**config.mk**
```make
export PLATFORM = sky130hd
export DESIGN_NAME = hwd_wdog
export DESIGN_NICKNAME = d
export VERILOG_FILES = /design/src/hwd_pkg.sv /design/src/hwd_tick.sv /design/src/hwd_tx.sv /design/src/hwd_wdog.sv
export SDC_FILE = /design/constraint.sdc
export NUM_CORES = 1
export LEC_CHECK = 0
export BUFFER_PORTS_ARGS = -buffer_cell sky130_fd_sc_hd__buf_2
export CORE_ASPECT_RATIO = 0.8
export CORE_MARGIN = 3
export CORE_UTILIZATION = 55
export DETAILED_ROUTE_END_ITERATION = 12
export PLACE_DENSITY = 0.77
export SYNTH_ARGS = -nofsm -noshare
export SYNTH_HDL_FRONTEND = slang
export SYNTH_HIERARCHICAL = 1
export SYNTH_SLANG_ARGS = --single-unit
```
**constraint.sdc**
```tcl
create_clock -name mclk -period 25.7 [get_ports mclk]
set_input_delay 1.285 -clock mclk [delete_from_list [all_inputs] [get_ports mclk]]
set_output_delay 1.285 -clock mclk [all_outputs]
set_load 0.005 [all_outputs]
```
**src/hwd_pkg.sv**
```systemverilog
package hwd_pkg;

  // timing: the watchdog counts in tenths of a second
  localparam int unsigned CLK_HZ = 50_000_000;
  localparam int unsigned TICK_MS = 100;
  localparam int unsigned TICK_CYCLES = CLK_HZ / 1000 * TICK_MS;

  // frame body limits, in characters after the tilde
  localparam int unsigned RX_MAX = 8;
  localparam logic [3:0] MIN_BODY = 4'h3;
  localparam logic [3:0] CKS_CHARS = 4'h2;

  // ascii characters of the command set
  localparam logic [7:0] CH_TILDE = 8'h7e;
  localparam logic [7:0] CH_CR = 8'h0d;
  localparam logic [7:0] CH_BANG = 8'h21;
  localparam logic [7:0] CH_QUERY = 8'h3f;
  localparam logic [7:0] CH_0 = 8'h30;
  localparam logic [7:0] CH_1 = 8'h31;
  localparam logic [7:0] CH_2 = 8'h32;
  localparam logic [7:0] CH_3 = 8'h33;
  localparam logic [7:0] CH_4 = 8'h34;
  localparam logic [7:0] CH_P = 8'h50;
  localparam logic [7:0] CH_S = 8'h53;

  // apb register offsets
  localparam logic [7:0] OFS_ID = 8'h00;
  localparam logic [7:0] OFS_WDT = 8'h04;
  localparam logic [7:0] OFS_DOUT = 8'h08;
  localparam logic [7:0] OFS_STAT = 8'h0c;
  localparam logic [7:0] OFS_MASK = 8'h10;

  // field positions
  localparam int ID_CKS_BIT = 8;
  localparam int WDT_EN_BIT = 8;
  localparam int WDT_FLAG_BIT = 9;
  localparam int WDT_CNT_LSB = 16;
  localparam int DOUT_SAFE_BIT = 4;
  localparam int DOUT_PON_BIT = 5;
  localparam int ST_EN_BIT = 7;
  localparam int ST_TO_BIT = 2;
  localparam int EV_TIMEOUT = 0;
  localparam int EV_REPLY = 1;
  localparam int EV_DROP = 2;
  localparam int NEV = 3;

  // values after reset
  localparam logic [7:0] STATION_RST = 8'h01;
  localparam logic [7:0] TENTHS_RST = 8'h00;

  typedef enum logic {HWD_IDLE, HWD_BODY} hwd_rx_t;

  function automatic logic [7:0] hwd_hex_chr(input logic [3:0] n);
    return (n < 4'ha) ? (8'h30 + {4'h0, n}) : (8'h37 + {4'h0, n});
  endfunction

  // returns {valid, nibble}; upper and lower case accepted
  function automatic logic [4:0] hwd_hex_val(input logic [7:0] c);
    logic [4:0] v;
    v = 5'h00;
    if (c >= 8'h30 && c <= 8'h39)
      v = {1'b1, c[3:0]};
    else if ((c >= 8'h41 && c <= 8'h46) || (c >= 8'h61 && c <= 8'h66))
      v = {1'b1, c[3:0] + 4'h9};
    return v;
  endfunction

endpackage

```
**src/hwd_tick.sv**
```systemverilog
`timescale 1ns/100ps
module hwd_tick #(
  parameter int unsigned CYCLES = hwd_pkg::TICK_CYCLES
) (
  input wire logic mclk, // system clock
  input wire logic reset, // sync reset, high
  input wire logic clr, // restart the interval
  output logic tick // one-cycle enable per interval
);
  localparam int W = $clog2(CYCLES + 1);
  logic [W-1:0] cnt_q;
  logic [W-1:0] cnt_d;

  // free count, restarted so a kick gives a full first interval
  always_comb begin
    cnt_d = cnt_q + 1'b1;
    if (clr || cnt_q == W'(CYCLES - 1))
      cnt_d = '0;
  end

  always_ff @(posedge mclk) begin
    if (reset)
      cnt_q <= '0;
    else
      cnt_q <= cnt_d;
  end

  assign tick = !clr && cnt_q == W'(CYCLES - 1);
endmodule

```
**src/hwd_tx.sv**
```systemverilog
`timescale 1ns/100ps
module hwd_tx (
  input wire logic mclk, // system clock
  input wire logic reset, // sync reset, high
  input wire logic start, // send request, taken when idle
  input wire logic [47:0] chars, // reply text, first char low
  input wire logic [2:0] len, // chars used, 3..6
  input wire logic cks_en, // append sum digits
  output logic [7:0] tx_data, // current character
  output logic tx_valid, // character offered
  input wire logic tx_ready, // sink takes character
  output logic busy // reply in progress
);
  import hwd_pkg::*;
  logic busy_q, busy_d, cks_q, cks_d;
  logic [3:0] idx_q, idx_d, nidx, last;
  logic [7:0] data_q, data_d, sum_q, sum_d, nchr;
  logic [47:0] chars_q, chars_d;
  logic [2:0] len_q, len_d;

  // next character: text, then optional sum digits, then cr
  always_comb begin
    nidx = idx_q + 4'h1;
    last = {1'b0, len_q} + (cks_q ? CKS_CHARS : 4'h0);
    nchr = CH_CR;
    if (nidx < {1'b0, len_q})
      nchr = chars_q[{nidx[2:0], 3'b000} +: 8];
    else if (cks_q && nidx == {1'b0, len_q})
      nchr = hwd_hex_chr(sum_q[7:4]);
    else if (cks_q && nidx == {1'b0, len_q} + 4'h1)
      nchr = hwd_hex_chr(sum_q[3:0]);
    busy_d = busy_q;
    idx_d = idx_q;
    data_d = data_q;
    sum_d = sum_q;
    chars_d = chars_q;
    len_d = len_q;
    cks_d = cks_q;
    if (start && !busy_q) begin
      busy_d = 1'b1;
      idx_d = 4'h0;
      data_d = chars[7:0];
      sum_d = chars[7:0];
      chars_d = chars;
      len_d = len;
      cks_d = cks_en;
    end else if (busy_q && tx_ready) begin
      if (idx_q == last) begin
        busy_d = 1'b0;
      end else begin
        idx_d = nidx;
        data_d = nchr;
        if (nidx < {1'b0, len_q})
          sum_d = sum_q + nchr;
      end
    end
  end

  always_ff @(posedge mclk) begin
    if (reset) begin
      busy_q <= 1'b0;
      idx_q <= 4'h0;
      data_q <= 8'h00;
      sum_q <= 8'h00;
      chars_q <= 48'h0;
      len_q <= 3'h0;
      cks_q <= 1'b0;
    end else begin
      busy_q <= busy_d;
      idx_q <= idx_d;
      data_q <= data_d;
      sum_q <= sum_d;
      chars_q <= chars_d;
      len_q <= len_d;
      cks_q <= cks_d;
    end
  end

  assign tx_data = data_q;
  assign tx_valid = busy_q;
  assign busy = busy_q;
endmodule

```
**src/hwd_wdog.sv**
```systemverilog
// Summary of operation
// frame is tilde, address, command, check, cr
// valid gives bang plus address, invalid question
// bad syntax, link error, other address: silence
// status byte bit 2 marks timeout
// status bit 7 shows watchdog enabled
// disabled and no timeout reads 00
// timeout flag kept nonvolatile, cleared only by command
// clear command drops flag and acknowledges
// timeout read returns enable digit and value
// value counts tenths of a second
// configure sets enable, value, then acknowledges
// timeout records flag and disables watchdog
// preset read returns power-on or safe value
// timeout drives output to safe value
// power-on value loads output after reset
// valid addressed command restarts the countdown
// 100 ms tick decrements, enable reloads counter
//
// The register addresses and the APB slave port were decided locally.
`timescale 1ns/100ps
module hwd_wdog #(
  parameter int unsigned TICK_CYCLES = hwd_pkg::TICK_CYCLES
) (
  input wire logic mclk, // 50 MHz system clock
  input wire logic reset, // sync reset, high
  input wire logic psel, // apb select
  input wire logic penable, // apb access phase
  input wire logic pwrite, // apb write
  input wire logic [7:0] paddr, // apb byte address
  input wire logic [31:0] pwdata, // apb write data
  output logic [31:0] prdata, // apb read data
  output logic pready, // apb ready, no wait
  output logic pslverr, // unmapped address
  input wire logic [7:0] rx_data, // received character
  input wire logic rx_valid, // character strobe
  input wire logic rx_err, // link error strobe
  output logic [7:0] tx_data, // reply character
  output logic tx_valid, // reply character offered
  input wire logic tx_ready, // reply character taken
  output logic dout, // digital output
  output logic irq, // level interrupt
  input wire logic nv_timeout_in, // stored timeout flag
  input wire logic nv_safe_in, // stored safe value
  input wire logic nv_poweron_in, // stored power-on value
  output logic nv_wr, // store flag, one cycle
  output logic nv_wdata // flag value to store
);
  import hwd_pkg::*;

  hwd_rx_t st_q, st_d;
  logic [7:0] buf_q [RX_MAX];
  logic [7:0] buf_d [RX_MAX];
  logic [3:0] len_q, len_d, blen;
  logic done_q, done_d, pdrop;
  logic [7:0] csum, cmd, p1, st_byte;
  logic [4:0] a_hi, a_lo, c_hi, c_lo, v_hi, v_lo;
  logic frame_ok, addr_hit, known, good, act, kick;
  logic clr_cmd, cfg_cmd, cfg_en, fmt_go, tx_busy;
  logic [23:0] pay;
  logic [2:0] plen, rep_len;
  logic [47:0] rep_chars;
  logic tick, tmo;
  logic en_q, en_d, flag_q, flag_d, dout_q, dout_d;
  logic safe_q, safe_d, pon_q, pon_d, load_q;
  logic nv_wr_q, nv_wr_d, nv_dat_q;
  logic [7:0] tenths_q, tenths_d, cnt_q, cnt_d;
  logic [7:0] station_q, station_d;
  logic cks_q, cks_d;
  logic [NEV-1:0] stat_q, stat_d, mask_q, mask_d, ev;
  logic [31:0] prdata_q, prdata_d;
  logic apb_wr, mapped;

  // frame capture; a fresh tilde restarts, overflow is dropped
  always_comb begin
    st_d = st_q;
    buf_d = buf_q;
    len_d = len_q;
    done_d = 1'b0;
    pdrop = 1'b0;
    if (st_q == HWD_BODY && rx_err) begin
      st_d = HWD_IDLE;
      pdrop = 1'b1;
    end else if (rx_valid) begin
      unique case (st_q)
        HWD_IDLE: begin
          if (rx_data == CH_TILDE) begin
            st_d = HWD_BODY;
            len_d = 4'h0;
          end
        end
        HWD_BODY: begin
          if (rx_data == CH_CR) begin
            st_d = HWD_IDLE;
            done_d = 1'b1;
          end else if (rx_data == CH_TILDE) begin
            len_d = 4'h0;
          end else if (len_q == 4'(RX_MAX)) begin
            st_d = HWD_IDLE;
            pdrop = 1'b1;
          end else begin
            buf_d[len_q[2:0]] = rx_data;
            len_d = len_q + 4'h1;
          end
        end
      endcase
    end
  end

  always_ff @(posedge mclk) begin
    if (reset) begin
      st_q <= HWD_IDLE;
      buf_q <= '{default: 8'h00};
      len_q <= 4'h0;
      done_q <= 1'b0;
    end else begin
      st_q <= st_d;
      buf_q <= buf_d;
      len_q <= len_d;
      done_q <= done_d;
    end
  end

  // frame check: length, hex address, optional sum of the tilde and the body chars before the sum digits
  always_comb begin
    blen = cks_q ? len_q - CKS_CHARS : len_q;
    csum = CH_TILDE;
    for (int i = 0; i < RX_MAX; i++) begin
      if (4'(i) < blen)
        csum = csum + buf_q[i];
    end
    a_hi = hwd_hex_val(buf_q[0]);
    a_lo = hwd_hex_val(buf_q[1]);
    c_hi = hwd_hex_val(buf_q[blen[2:0]]);
    c_lo = hwd_hex_val(buf_q[blen[2:0] + 3'h1]);
    frame_ok = done_q && len_q >= MIN_BODY + (cks_q ? CKS_CHARS : 4'h0)
      && a_hi[4] && a_lo[4]
      && (!cks_q || (c_hi[4] && c_lo[4] && {c_hi[3:0], c_lo[3:0]} == csum));
    addr_hit = frame_ok && {a_hi[3:0], a_lo[3:0]} == station_q;
  end

  assign cmd = buf_q[2];
  assign p1 = buf_q[3];
  assign v_hi = hwd_hex_val(buf_q[4]);
  assign v_lo = hwd_hex_val(buf_q[5]);
  assign cfg_en = p1 == CH_1;

  // status byte: enable in bit 7, recorded timeout in bit 2
  always_comb begin
    st_byte = 8'h00;
    st_byte[ST_EN_BIT] = en_q;
    st_byte[ST_TO_BIT] = flag_q;
  end

  // command decode; wrong length or unknown letter stays silent
  always_comb begin
    known = 1'b0;
    good = 1'b1;
    pay = 24'h0;
    plen = 3'h0;
    case (cmd)
      CH_0: begin
        known = blen == 4'h3;
        pay[7:0] = hwd_hex_chr(st_byte[7:4]);
        pay[15:8] = hwd_hex_chr(st_byte[3:0]);
        plen = 3'h2;
      end
      CH_1: begin
        known = blen == 4'h3;
      end
      CH_2: begin
        known = blen == 4'h3;
        pay[7:0] = en_q ? CH_1 : CH_0;
        pay[15:8] = hwd_hex_chr(tenths_q[7:4]);
        pay[23:16] = hwd_hex_chr(tenths_q[3:0]);
        plen = 3'h3;
      end
      CH_3: begin
        known = blen == 4'h6;
        good = (p1 == CH_0 || p1 == CH_1) && v_hi[4] && v_lo[4];
      end
      CH_4: begin
        known = blen == 4'h4;
        good = p1 == CH_P || p1 == CH_S;
        pay[7:0] = hwd_hex_chr({3'h0, p1 == CH_S ? safe_q : pon_q});
        plen = 3'h1;
      end
      default: begin
        known = 1'b0;
      end
    endcase
  end

  // reply text: lead char, own address, payload only when good
  assign act = addr_hit && known;
  assign kick = act && good;
  assign clr_cmd = kick && cmd == CH_1;
  assign cfg_cmd = kick && cmd == CH_3;
  assign rep_chars = {good ? pay : 24'h0, hwd_hex_chr(station_q[3:0]),
    hwd_hex_chr(station_q[7:4]), good ? CH_BANG : CH_QUERY};
  assign rep_len = 3'h3 + (good ? plen : 3'h0);
  // half duplex: a frame finishing during a reply gets no answer
  assign fmt_go = act && !tx_busy;

  hwd_tx u_tx (
    .mclk(mclk),
    .reset(reset),
    .start(fmt_go),
    .chars(rep_chars),
    .len(rep_len),
    .cks_en(cks_q),
    .tx_data(tx_data),
    .tx_valid(tx_valid),
    .tx_ready(tx_ready),
    .busy(tx_busy)
  );

  // tick restarts on a kick, so the full interval always elapses
  hwd_tick #(
    .CYCLES(TICK_CYCLES)
  ) u_tick (
    .mclk(mclk),
    .reset(reset),
    .clr(kick || !en_q),
    .tick(tick)
  );

  assign tmo = en_q && tick && cnt_q <= 8'h01 && !load_q;

  // watchdog state; a same-cycle kick blocks the tick, so a valid command wins over the timeout
  always_comb begin
    en_d = en_q;
    tenths_d = tenths_q;
    cnt_d = cnt_q;
    flag_d = flag_q;
    dout_d = dout_q;
    safe_d = safe_q;
    pon_d = pon_q;
    if (load_q) begin
      flag_d = nv_timeout_in;
      safe_d = nv_safe_in;
      pon_d = nv_poweron_in;
      dout_d = nv_poweron_in;
    end else begin
      if (apb_wr && paddr == OFS_DOUT)
        dout_d = pwdata[0];
      if (cfg_cmd) begin
        en_d = cfg_en;
        tenths_d = {v_hi[3:0], v_lo[3:0]};
      end
      if (clr_cmd)
        flag_d = 1'b0;
      if (kick)
        cnt_d = tenths_d;
      else if (en_q && tick)
        cnt_d = cnt_q - 8'h01;
      if (tmo) begin
        flag_d = 1'b1;
        en_d = 1'b0;
        dout_d = safe_q;
      end
    end
  end

  // nonvolatile copy follows every flag change
  assign nv_wr_d = !load_q && (tmo || clr_cmd);

  always_ff @(posedge mclk) begin
    if (reset) begin
      en_q <= 1'b0;
      tenths_q <= TENTHS_RST;
      cnt_q <= TENTHS_RST;
      flag_q <= 1'b0;
      dout_q <= 1'b0;
      safe_q <= 1'b0;
      pon_q <= 1'b0;
      load_q <= 1'b1;
      nv_wr_q <= 1'b0;
      nv_dat_q <= 1'b0;
    end else begin
      en_q <= en_d;
      tenths_q <= tenths_d;
      cnt_q <= cnt_d;
      flag_q <= flag_d;
      dout_q <= dout_d;
      safe_q <= safe_d;
      pon_q <= pon_d;
      load_q <= 1'b0;
      nv_wr_q <= nv_wr_d;
      nv_dat_q <= flag_d;
    end
  end

  assign dout = dout_q;
  assign nv_wr = nv_wr_q;
  assign nv_wdata = nv_dat_q;

  // apb slave: zero wait, read data latched in the setup cycle
  assign apb_wr = psel && penable && pwrite;
  assign mapped = paddr == OFS_ID || paddr == OFS_WDT || paddr == OFS_DOUT
    || paddr == OFS_STAT || paddr == OFS_MASK;
  assign ev[EV_TIMEOUT] = tmo;
  assign ev[EV_REPLY] = fmt_go;
  assign ev[EV_DROP] = pdrop || (done_q && !act) || (act && tx_busy);

  always_comb begin
    station_d = station_q;
    cks_d = cks_q;
    mask_d = mask_q;
    stat_d = stat_q;
    prdata_d = prdata_q;
    if (apb_wr && paddr == OFS_ID) begin
      station_d = pwdata[7:0];
      cks_d = pwdata[ID_CKS_BIT];
    end
    if (apb_wr && paddr == OFS_MASK)
      mask_d = pwdata[NEV-1:0];
    // write one clears; a new event in the same cycle survives
    if (apb_wr && paddr == OFS_STAT)
      stat_d = stat_q & ~pwdata[NEV-1:0];
    stat_d = stat_d | ev;
    if (psel && !penable && !pwrite) begin
      prdata_d = 32'h0;
      case (paddr)
        OFS_ID: begin
          prdata_d[7:0] = station_q;
          prdata_d[ID_CKS_BIT] = cks_q;
        end
        OFS_WDT: begin
          prdata_d[7:0] = tenths_q;
          prdata_d[WDT_EN_BIT] = en_q;
          prdata_d[WDT_FLAG_BIT] = flag_q;
          prdata_d[WDT_CNT_LSB +: 8] = cnt_q;
        end
        OFS_DOUT: begin
          prdata_d[0] = dout_q;
          prdata_d[DOUT_SAFE_BIT] = safe_q;
          prdata_d[DOUT_PON_BIT] = pon_q;
        end
        OFS_STAT: prdata_d[NEV-1:0] = stat_q;
        OFS_MASK: prdata_d[NEV-1:0] = mask_q;
        default: prdata_d = 32'h0;
      endcase
    end
  end

  always_ff @(posedge mclk) begin
    if (reset) begin
      station_q <= STATION_RST;
      cks_q <= 1'b0;
      mask_q <= '0;
      stat_q <= '0;
      prdata_q <= 32'h0;
    end else begin
      station_q <= station_d;
      cks_q <= cks_d;
      mask_q <= mask_d;
      stat_q <= stat_d;
      prdata_q <= prdata_d;
    end
  end

  assign prdata = prdata_q;
  assign pready = 1'b1;
  assign pslverr = psel && penable && !mapped;
  assign irq = |(stat_q & mask_q);
endmodule

```
==> impl_metrics.yaml, run 1 <==
setup_path:
  r2r_end: "u_tx/tx_data[2]$_SDFFE_PP0P_"
  ff2ff_path_depth: 49
  cp.arrival_ns: 14.96
  cp_slowest_cell: "a221oi_1"
  r2r-start: "cks_q$_SDFFE_PP0P_"
  cpLargestDelayFamily: "compound AO/OA/AOI/OAI gates"
  critPathKind: "register to register"
  startpoint_type: "register"
  worstPathMaxFanout: 61
  rrSetupSlack_ns: 11.16
  cpMostUsedCell: "ha_1"
  critPathMaxStageDelay_ns: 0.76
  cp_num_buf_inv: 5
  cp-end-kind: "register"
  cp.required_ns: 26.11
worst_hold_path:
  min_from: "u_tx/chars_q[0]$_SDFFE_PP0P_"
  hold_path_end: "u_tx/chars_q[0]$_SDFFE_PP0P_"
  whs_path_depth: 2
  hp-class: "register to register"
clock_network:
  ctsHoldBuffers: 0
  clockBufferDepth: 3
  cts_inserted_buffers: 23
  numClockSinks: 222
  htreeDepth: 1
  cts.repair.resized: 0
  root_buffer: "clkbuf_16"
  tritoncts: "built"
  clk_pin_slew_worst_paths_ns: 0.06
  post_cts_buffers: 0
  clk_latency_ns: 0.53
cells_and_area:
  drive_above_1_share: 0.0989
  final_cells: 2667
  fin_nets: 2418
  utilization: 0.601
  fill_cells: 2770
  syn_to_final_growth_pct: 6.13
  n_antenna_cell: 0
  final_cell_mix: "nand2_1 (360), a21oi_1 (254), dfxtp_1 (221)"
  final_common_cell: "nand2_1"
detailed_routing:
  vias: 17300
  avgViaCountPerCell: 6.48
  routedWlPerCell_um: 20.5
  ant_nets: 0
  drc: 0
  first_pass_iters: 6
  drtIter0Drc: 2316
  wirelength_mm: 54.8
sta:
  setup_slack_ns: 11.16
  maxClockFrequency_mhz: 68.8
  fin_tns_setup_ns: 0
  grt_setup_unrepaired: "no"
  slew_viol_final: 0
  maxSlewHeadroom: 0.166
  worst_pin_slew_ns: 1.24
  fin_skew_ns: 0.0195
  setup_viol: 0
  min_period_ns: 14.54
  hold_violations: 0
  timing.final.crit_share: 0.566
  holdWs_ns: 0.453
floorplan:
  die_y_um: 165
  dieArea_um2: 33900
  initial_core_util: 0.566
  io_pins: 106
  num_rows: 57
  fp.coreArea_um2: 30800
  die_x_um: 205
place:
  dp_slack_ns: 11.45
  gp_congestion: 1.05
  dp.cells: 2627
  port_buffers: 67
  dpl.hpwl_mm: 41.1
logic_synthesis:
  yosys_warnings: 6
  synthFlopType: "dfxtp_1"
  syn_area_um2: 17400
  avgSynthCellArea_um2: 7.74
  synth_area_leader_cell: "dfxtp_1"
  synth_edf_count: 0
  synth_top_area_frac: 0.255
  synth_seq_area_share: 0.255
  synthCells: 2252
  ys_ff_latch: 222
  yosys-top-cells-area: "dfxtp_1 (25%), ha_1 (8.0%), nand2_1 (7.8%)"
  ys_async_sr_fraction: 0
  yosysUniqueCellTypes: 110
power_and_ir_drop:
  leakagePower_nw: 6.77
  peakVddDrop_mv: 0.0476
  power_density_nw_per_um2: 37.1
global_routing:
  grt_pass1_vias: 15500
  overflow: 0
  grt_usage: 0.312
  grt_pass1_wl_mm: 84.6
  antenna_found_initial: 0
  grt_max_degree: 83
status:
  status: "finished, final reports clean"
flow_run:
  max_cap_violations: 0
==> flip-flops by register name (all words and copies together), names as in the netlist, 18 cells and up <==
signal,count
u_tx/chars_q,48
u_tick/cnt_q,23
buf_q,48
prdata,18
==> power by group <==
part           leakage, nW  total, mW  internal, mW  switching, mW
Clock                0.353      0.322         0.183          0.139
Combinational         4.63     0.0187       0.00495         0.0138
Sequential            1.79      0.346         0.345        0.00139
Total                 6.77      0.687         0.533          0.154
==> routing by layer <==
| layer | wire length (um) | share of wire | GRT usage |
|---|---|---|---|
| met1 | 23700 | 0.43 | 0.470 |
| met2 | 22700 | 0.41 | 0.453 |
| met3 | 7150 | 0.13 | 0.0672 |
| met4 | 1310 | 0.024 | 0.0730 |
| met5 | 0 | 0 | 0 |
==> Yosys cell counts, types with 14 or more instances <==
cell        n
mux2i_1    37
nand2_1   360
o21a_1     14
nand3_1   137
buf_4      20
mux4_2     35
a31oi_1    26
and2_1     21
and3_1     25
buf_2      16
dfxtp_1   222
nor3_1     55
clkbuf_1   93
a21o_1     18
ha_1      111
o21ai_0    82
xnor2_1    47
nand4_1    18
nand2b_1   33
inv_1      87
o211ai_1   15
a21oi_1   254
or3_1      19
xor2_1     36
a211oi_1   27
nor2_1    151
==> metrics by stage <==
stage          power [mW]  cell area (um^2)
3_3_place_gp        0.372             17800
3_5_place_dp        0.372             17800
5_1_grt             0.706             18500
4_1_cts             0.690             18500
6_report            0.687             18500
2_1_floorplan       0.366             17500
==> how the worst max path moves through the flow <==
stage	cells past startpoint	to	startpoint	slack, ns
floorplan	53	en_q$_SDFFE_PP0P_	len_q[1]$_SDFFE_PP0P_	14.63
global placement	49	u_tx/tx_data[2]$_SDFFE_PP0P_	cks_q$_SDFFE_PP0P_	11.69
detailed placement	49	u_tx/tx_data[2]$_SDFFE_PP0P_	cks_q$_SDFFE_PP0P_	11.45
CTS	49	u_tx/tx_data[2]$_SDFFE_PP0P_	cks_q$_SDFFE_PP0P_	11.35
global route	49	u_tx/tx_data[2]$_SDFFE_PP0P_	cks_q$_SDFFE_PP0P_	10.33
finish	49	u_tx/tx_data[2]$_SDFFE_PP0P_	cks_q$_SDFFE_PP0P_	11.16
==> area by class of cell <==
class,count,area (um^2),share of cell area
clock buffer,31,636,0.0344
timing repair buffer,87,492,0.0266
clock inverter,9,76.3,0.00413
tap,413,517,0.0279
multi-input combinational,1817,12000,0.649
sequential,222,4450,0.240
inverter,88,330,0.0179
==> kinds of logic (layout without fill, tap and decap cells) <==
group                    count (synthesis)  in the layout  synth area share
AND/OR/NAND/NOR                        917            917             0.253
AO/OA/AOI/OAI                          575            575             0.212
buffers and inverters                  240            215            0.0634
flip-flops                             222            222             0.255
adder cells (fa/ha/maj)                120            120            0.0900
XOR/XNOR                                89             89            0.0499
multiplexers                            87             87            0.0764
other                                    2             29          0.000431
==> worst min-delay path, stage by stage (launching register included) <==
cell	delay, ns
dfxtp_1	0.31
nand2_1	0.05
a21oi_1	0.05
Power figures use the tool's default switching activity.
==> run 2, diff against run 1 <==
--- a/config.mk
+++ b/config.mk
@@ -5,12 +5,13 @@
 export SDC_FILE = /design/constraint.sdc
 export NUM_CORES = 1
 export LEC_CHECK = 0
+export ABC_AREA = 1
 export BUFFER_PORTS_ARGS = -buffer_cell sky130_fd_sc_hd__buf_2
 export CORE_ASPECT_RATIO = 0.8
 export CORE_MARGIN = 3
 export CORE_UTILIZATION = 55
 export DETAILED_ROUTE_END_ITERATION = 12
-export PLACE_DENSITY = 0.77
+export PLACE_DENSITY = 0.8
 export SYNTH_ARGS = -nofsm -noshare
 export SYNTH_HDL_FRONTEND = slang
 export SYNTH_HIERARCHICAL = 1
==> constraint.sdc (replaced) <==
create_clock -name mclk -period 12.5 [get_ports mclk]
set_input_delay 0.625 -clock mclk [delete_from_list [all_inputs] [get_ports mclk]]
set_output_delay 0.625 -clock mclk [all_outputs]
set_load 0.005 [all_outputs]
==> run 2 against run 1 <==
Net effect: register-to-register slack worse by 10 ns; global-route usage fell by 0.88 points; setup slack lost 10 ns; clock power increased by 100%; maximum frequency is 27% higher; power rose by 110%; core utilization is 0.29 points higher; sequential share of layout area about the same; critical path type unchanged; largest cell class unchanged; largest power group unchanged.
==> impl_metrics.yaml, run 2 <==
floorplan:
  die_y_um: 165
  die_x_um: 205
  dieArea_um2: 33800
  initial_core_util: 0.565
  num_rows: 57
  io_pins: 106
  fp.coreArea_um2: 30700
cells_and_area:
  syn_to_final_growth_pct: 6.79
  fin_nets: 2986
  drive_above_1_share: 0.0691
  final_common_cell: "nand2_1"
  n_antenna_cell: 0
  final_cell_mix: "nand2_1 (652), inv_1 (359), nor2_1 (282)"
  final_cells: 3236
  largestRegisters: "buf_q x48, u_tx/chars_q x48, u_tick/cnt_q x23"
global_routing:
  antenna_found_initial: 0
  grt_usage: 0.303
  grt_max_degree: 99
  grt_pass1_vias: 16400
  grt_pass1_wl_mm: 83.5
  overflow: 0
power_and_ir_drop:
  power_density_nw_per_um2: 76.9
  peakVddDrop_mv: 0.102
  leakagePower_nw: 8.81
logic_synthesis:
  yosys-top-cells-count: "nand2_1 (652), inv_1 (360), nor2_1 (283), o21ai_0 (267), a21oi_1 (226)"
  yosys.area_share.adder: 0.0903
  synthFlopType: "dfxtp_1"
  ys_async_sr_fraction: 0
  synth_top_area_frac: 0.256
  muxShareOfSynthArea: 0
  synth_top_family_by_area: "simple AND/OR/NAND/NOR gates"
  synth_area_leader_cell: "dfxtp_1"
  syn_area_um2: 17400
  synth_seq_area_share: 0.256
  yosys.area_share.simple: 0.328
  ys_ff_latch: 222
  yosys-top-cells-area: "dfxtp_1 (26%), nand2_1 (14%), ha_1 (8.0%)"
  synthMostInstantiatedCell: "nand2_1"
  synth_edf_count: 0
  synth_xor_area_frac: 0.0227
  avgSynthCellArea_um2: 6.24
  synthCells: 2785
  synth_compound_area_frac: 0.186
  yosysUniqueCellTypes: 67
  yosys_warnings: 6
detailed_routing:
  wirelength_mm: 52.9
  routedWlPerCell_um: 16.3
  avgViaCountPerCell: 5.69
  vias: 18400
  drtIter0Drc: 2118
  ant_nets: 0
  drc: 0
  first_pass_iters: 6
clock_network:
  clockBufferDepth: 3
  root_buffer: "clkbuf_16"
  clk_latency_ns: 0.53
  ctsHoldBuffers: 0
  clk_pin_slew_worst_paths_ns: 0.07
  numClockSinks: 222
  tritoncts: "built"
  htreeDepth: 1
  cts_inserted_buffers: 22
sta:
  hold_violations: 0
  maxSlewHeadroom: 0.250
  min_period_ns: 11.46
  timing.final.crit_share: 0.917
  fin_tns_setup_ns: 0
  worst_pin_slew_ns: 1.12
  setup_viol: 0
  maxClockFrequency_mhz: 87.2
  fin_skew_ns: 0.0197
  slew_viol_final: 0
setup_path:
  startpoint_type: "register"
  rrSetupSlack_ns: 1.04
  cp_slowest_cell: "dfxtp_1"
  critPathKind: "register to register"
  cpMostUsedCell: "nand2_1"
  crit_start: "len_q[1]$_SDFFE_PP0P_"
  r2r-start: "len_q[1]$_SDFFE_PP0P_"
  r2r_end: "u_tx/sum_q[6]$_SDFFE_PP0P_"
  cp.arrival_ns: 11.88
  worstPathMaxFanout: 18
  endpoint: "u_tx/sum_q[6]$_SDFFE_PP0P_"
  ff2ff_path_depth: 74
  cp.required_ns: 12.91
  cp-end-kind: "register"
  critPathMaxStageDelay_ns: 0.47
place:
  dp.cells: 3192
  gp_congestion: 0.963
  port_buffers: 67
  dpl.hpwl_mm: 40.1
status:
  status: "finished, final reports clean"
worst_hold_path:
  hp-class: "primary input to register"
flow_run:
  max_cap_violations: 0
## run 2: final cells by class
class | count | area (um^2)
Sequential cell | 222 | 4450
Fill cell | 2927 | 12200
Tap cell | 413 | 517
Multi-Input combinational cell | 2105 | 11000
Inverter | 373 | 1400
Clock buffer | 31 | 636
Timing Repair Buffer | 83 | 459
Clock inverter | 9 | 52.6
## run 2: layer usage
| metal | vias to the layer above | track usage | share of wire | wire length, um |
|---|---|---|---|---|
| met3 | 116 | 0.0508 | 0.10 | 5290 |
| li1 | 9107 | - | - | - |
| met4 | 0 | 0.0731 | 0.026 | 1350 |
| met2 | 790 | 0.461 | 0.42 | 22300 |
| met1 | 8415 | 0.447 | 0.45 | 23900 |
| met5 | - | 0 | 0 | 0 |
## run 2: metrics by stage
step | total power, mW | util | worst slack, ns | hold WS, ns | instance area, um^2
final | 1.43 | 0.603 | 1.04 | 0.306 | 18500
after global routing | 1.47 | 0.603 | -0.000243 | 0.306 | 18500
after CTS | 1.43 | 0.602 | 0.875 | 0.288 | 18500
after detailed placement | 0.787 | 0.579 | 0.981 | 0.442 | 17800
after global placement | 0.786 | 0.579 | 1.21 | 0.431 | 17800
after floorplan | 0.768 | - | 2.57 | 0.417 | 17500
## run 2: logic make-up (layout without fill, tap and decap cells)
| kind of cell | count (synthesis) | after routing |
|---|---|---|
| xor gates and xnor gates | 45 | 45 |
| buffers and inverters | 483 | 496 |
| adders and majority gates | 120 | 120 |
| DFF | 222 | 222 |
| and+or+nand+nor | 1318 | 1318 |
| AOI/OAI and AO/OA | 595 | 595 |
| other | 2 | 27 |
## run 2: timing repair
action | CTS | global route
gates resized for setup | 0 | 5
hold endpoints to repair | 0 | 0
endpoints found under the setup margin | 0 | 42
setup buffers | 0 | 4
## run 2: report_power, final
group / leakage, nW / internal, mW / switching (mW) / total, mW
clock: 0.335 / 0.356 / 0.297 / 0.654
combinational: 6.68 / 0.0167 / 0.0434 / 0.0601
sequential: 1.79 / 0.710 / 0.00291 / 0.713
## run 2: critical path: cells and delay by family (launching register included)
kind / cells / cell delay (ns)
AO/OA/AOI/OAI: 8 / 1.34
XOR/XNOR: 4 / 0.57
adder cells (fa/ha/maj): 9 / 2.83
buffers and inverters: 14 / 1.32
flip-flops: 1 / 0.47
AND/OR/NAND/NOR: 39 / 4.81
## run 2: worst min path at each step
stage	slack (ns)	from	depth (start not counted)	to
after CTS	0.29	rx_err	2	done_q$_SDFF_PP0_
after detailed placement	0.44	u_tick/cnt_q[0]$_SDFF_PP0_	1	u_tick/cnt_q[0]$_SDFF_PP0_
after global routing	0.31	rx_err	2	done_q$_SDFF_PP0_
after floorplan	0.42	u_tick/cnt_q[0]$_SDFF_PP0_	1	u_tick/cnt_q[0]$_SDFF_PP0_
final	0.31	rx_err	2	done_q$_SDFF_PP0_
after global placement	0.43	u_tick/cnt_q[0]$_SDFF_PP0_	1	u_tick/cnt_q[0]$_SDFF_PP0_
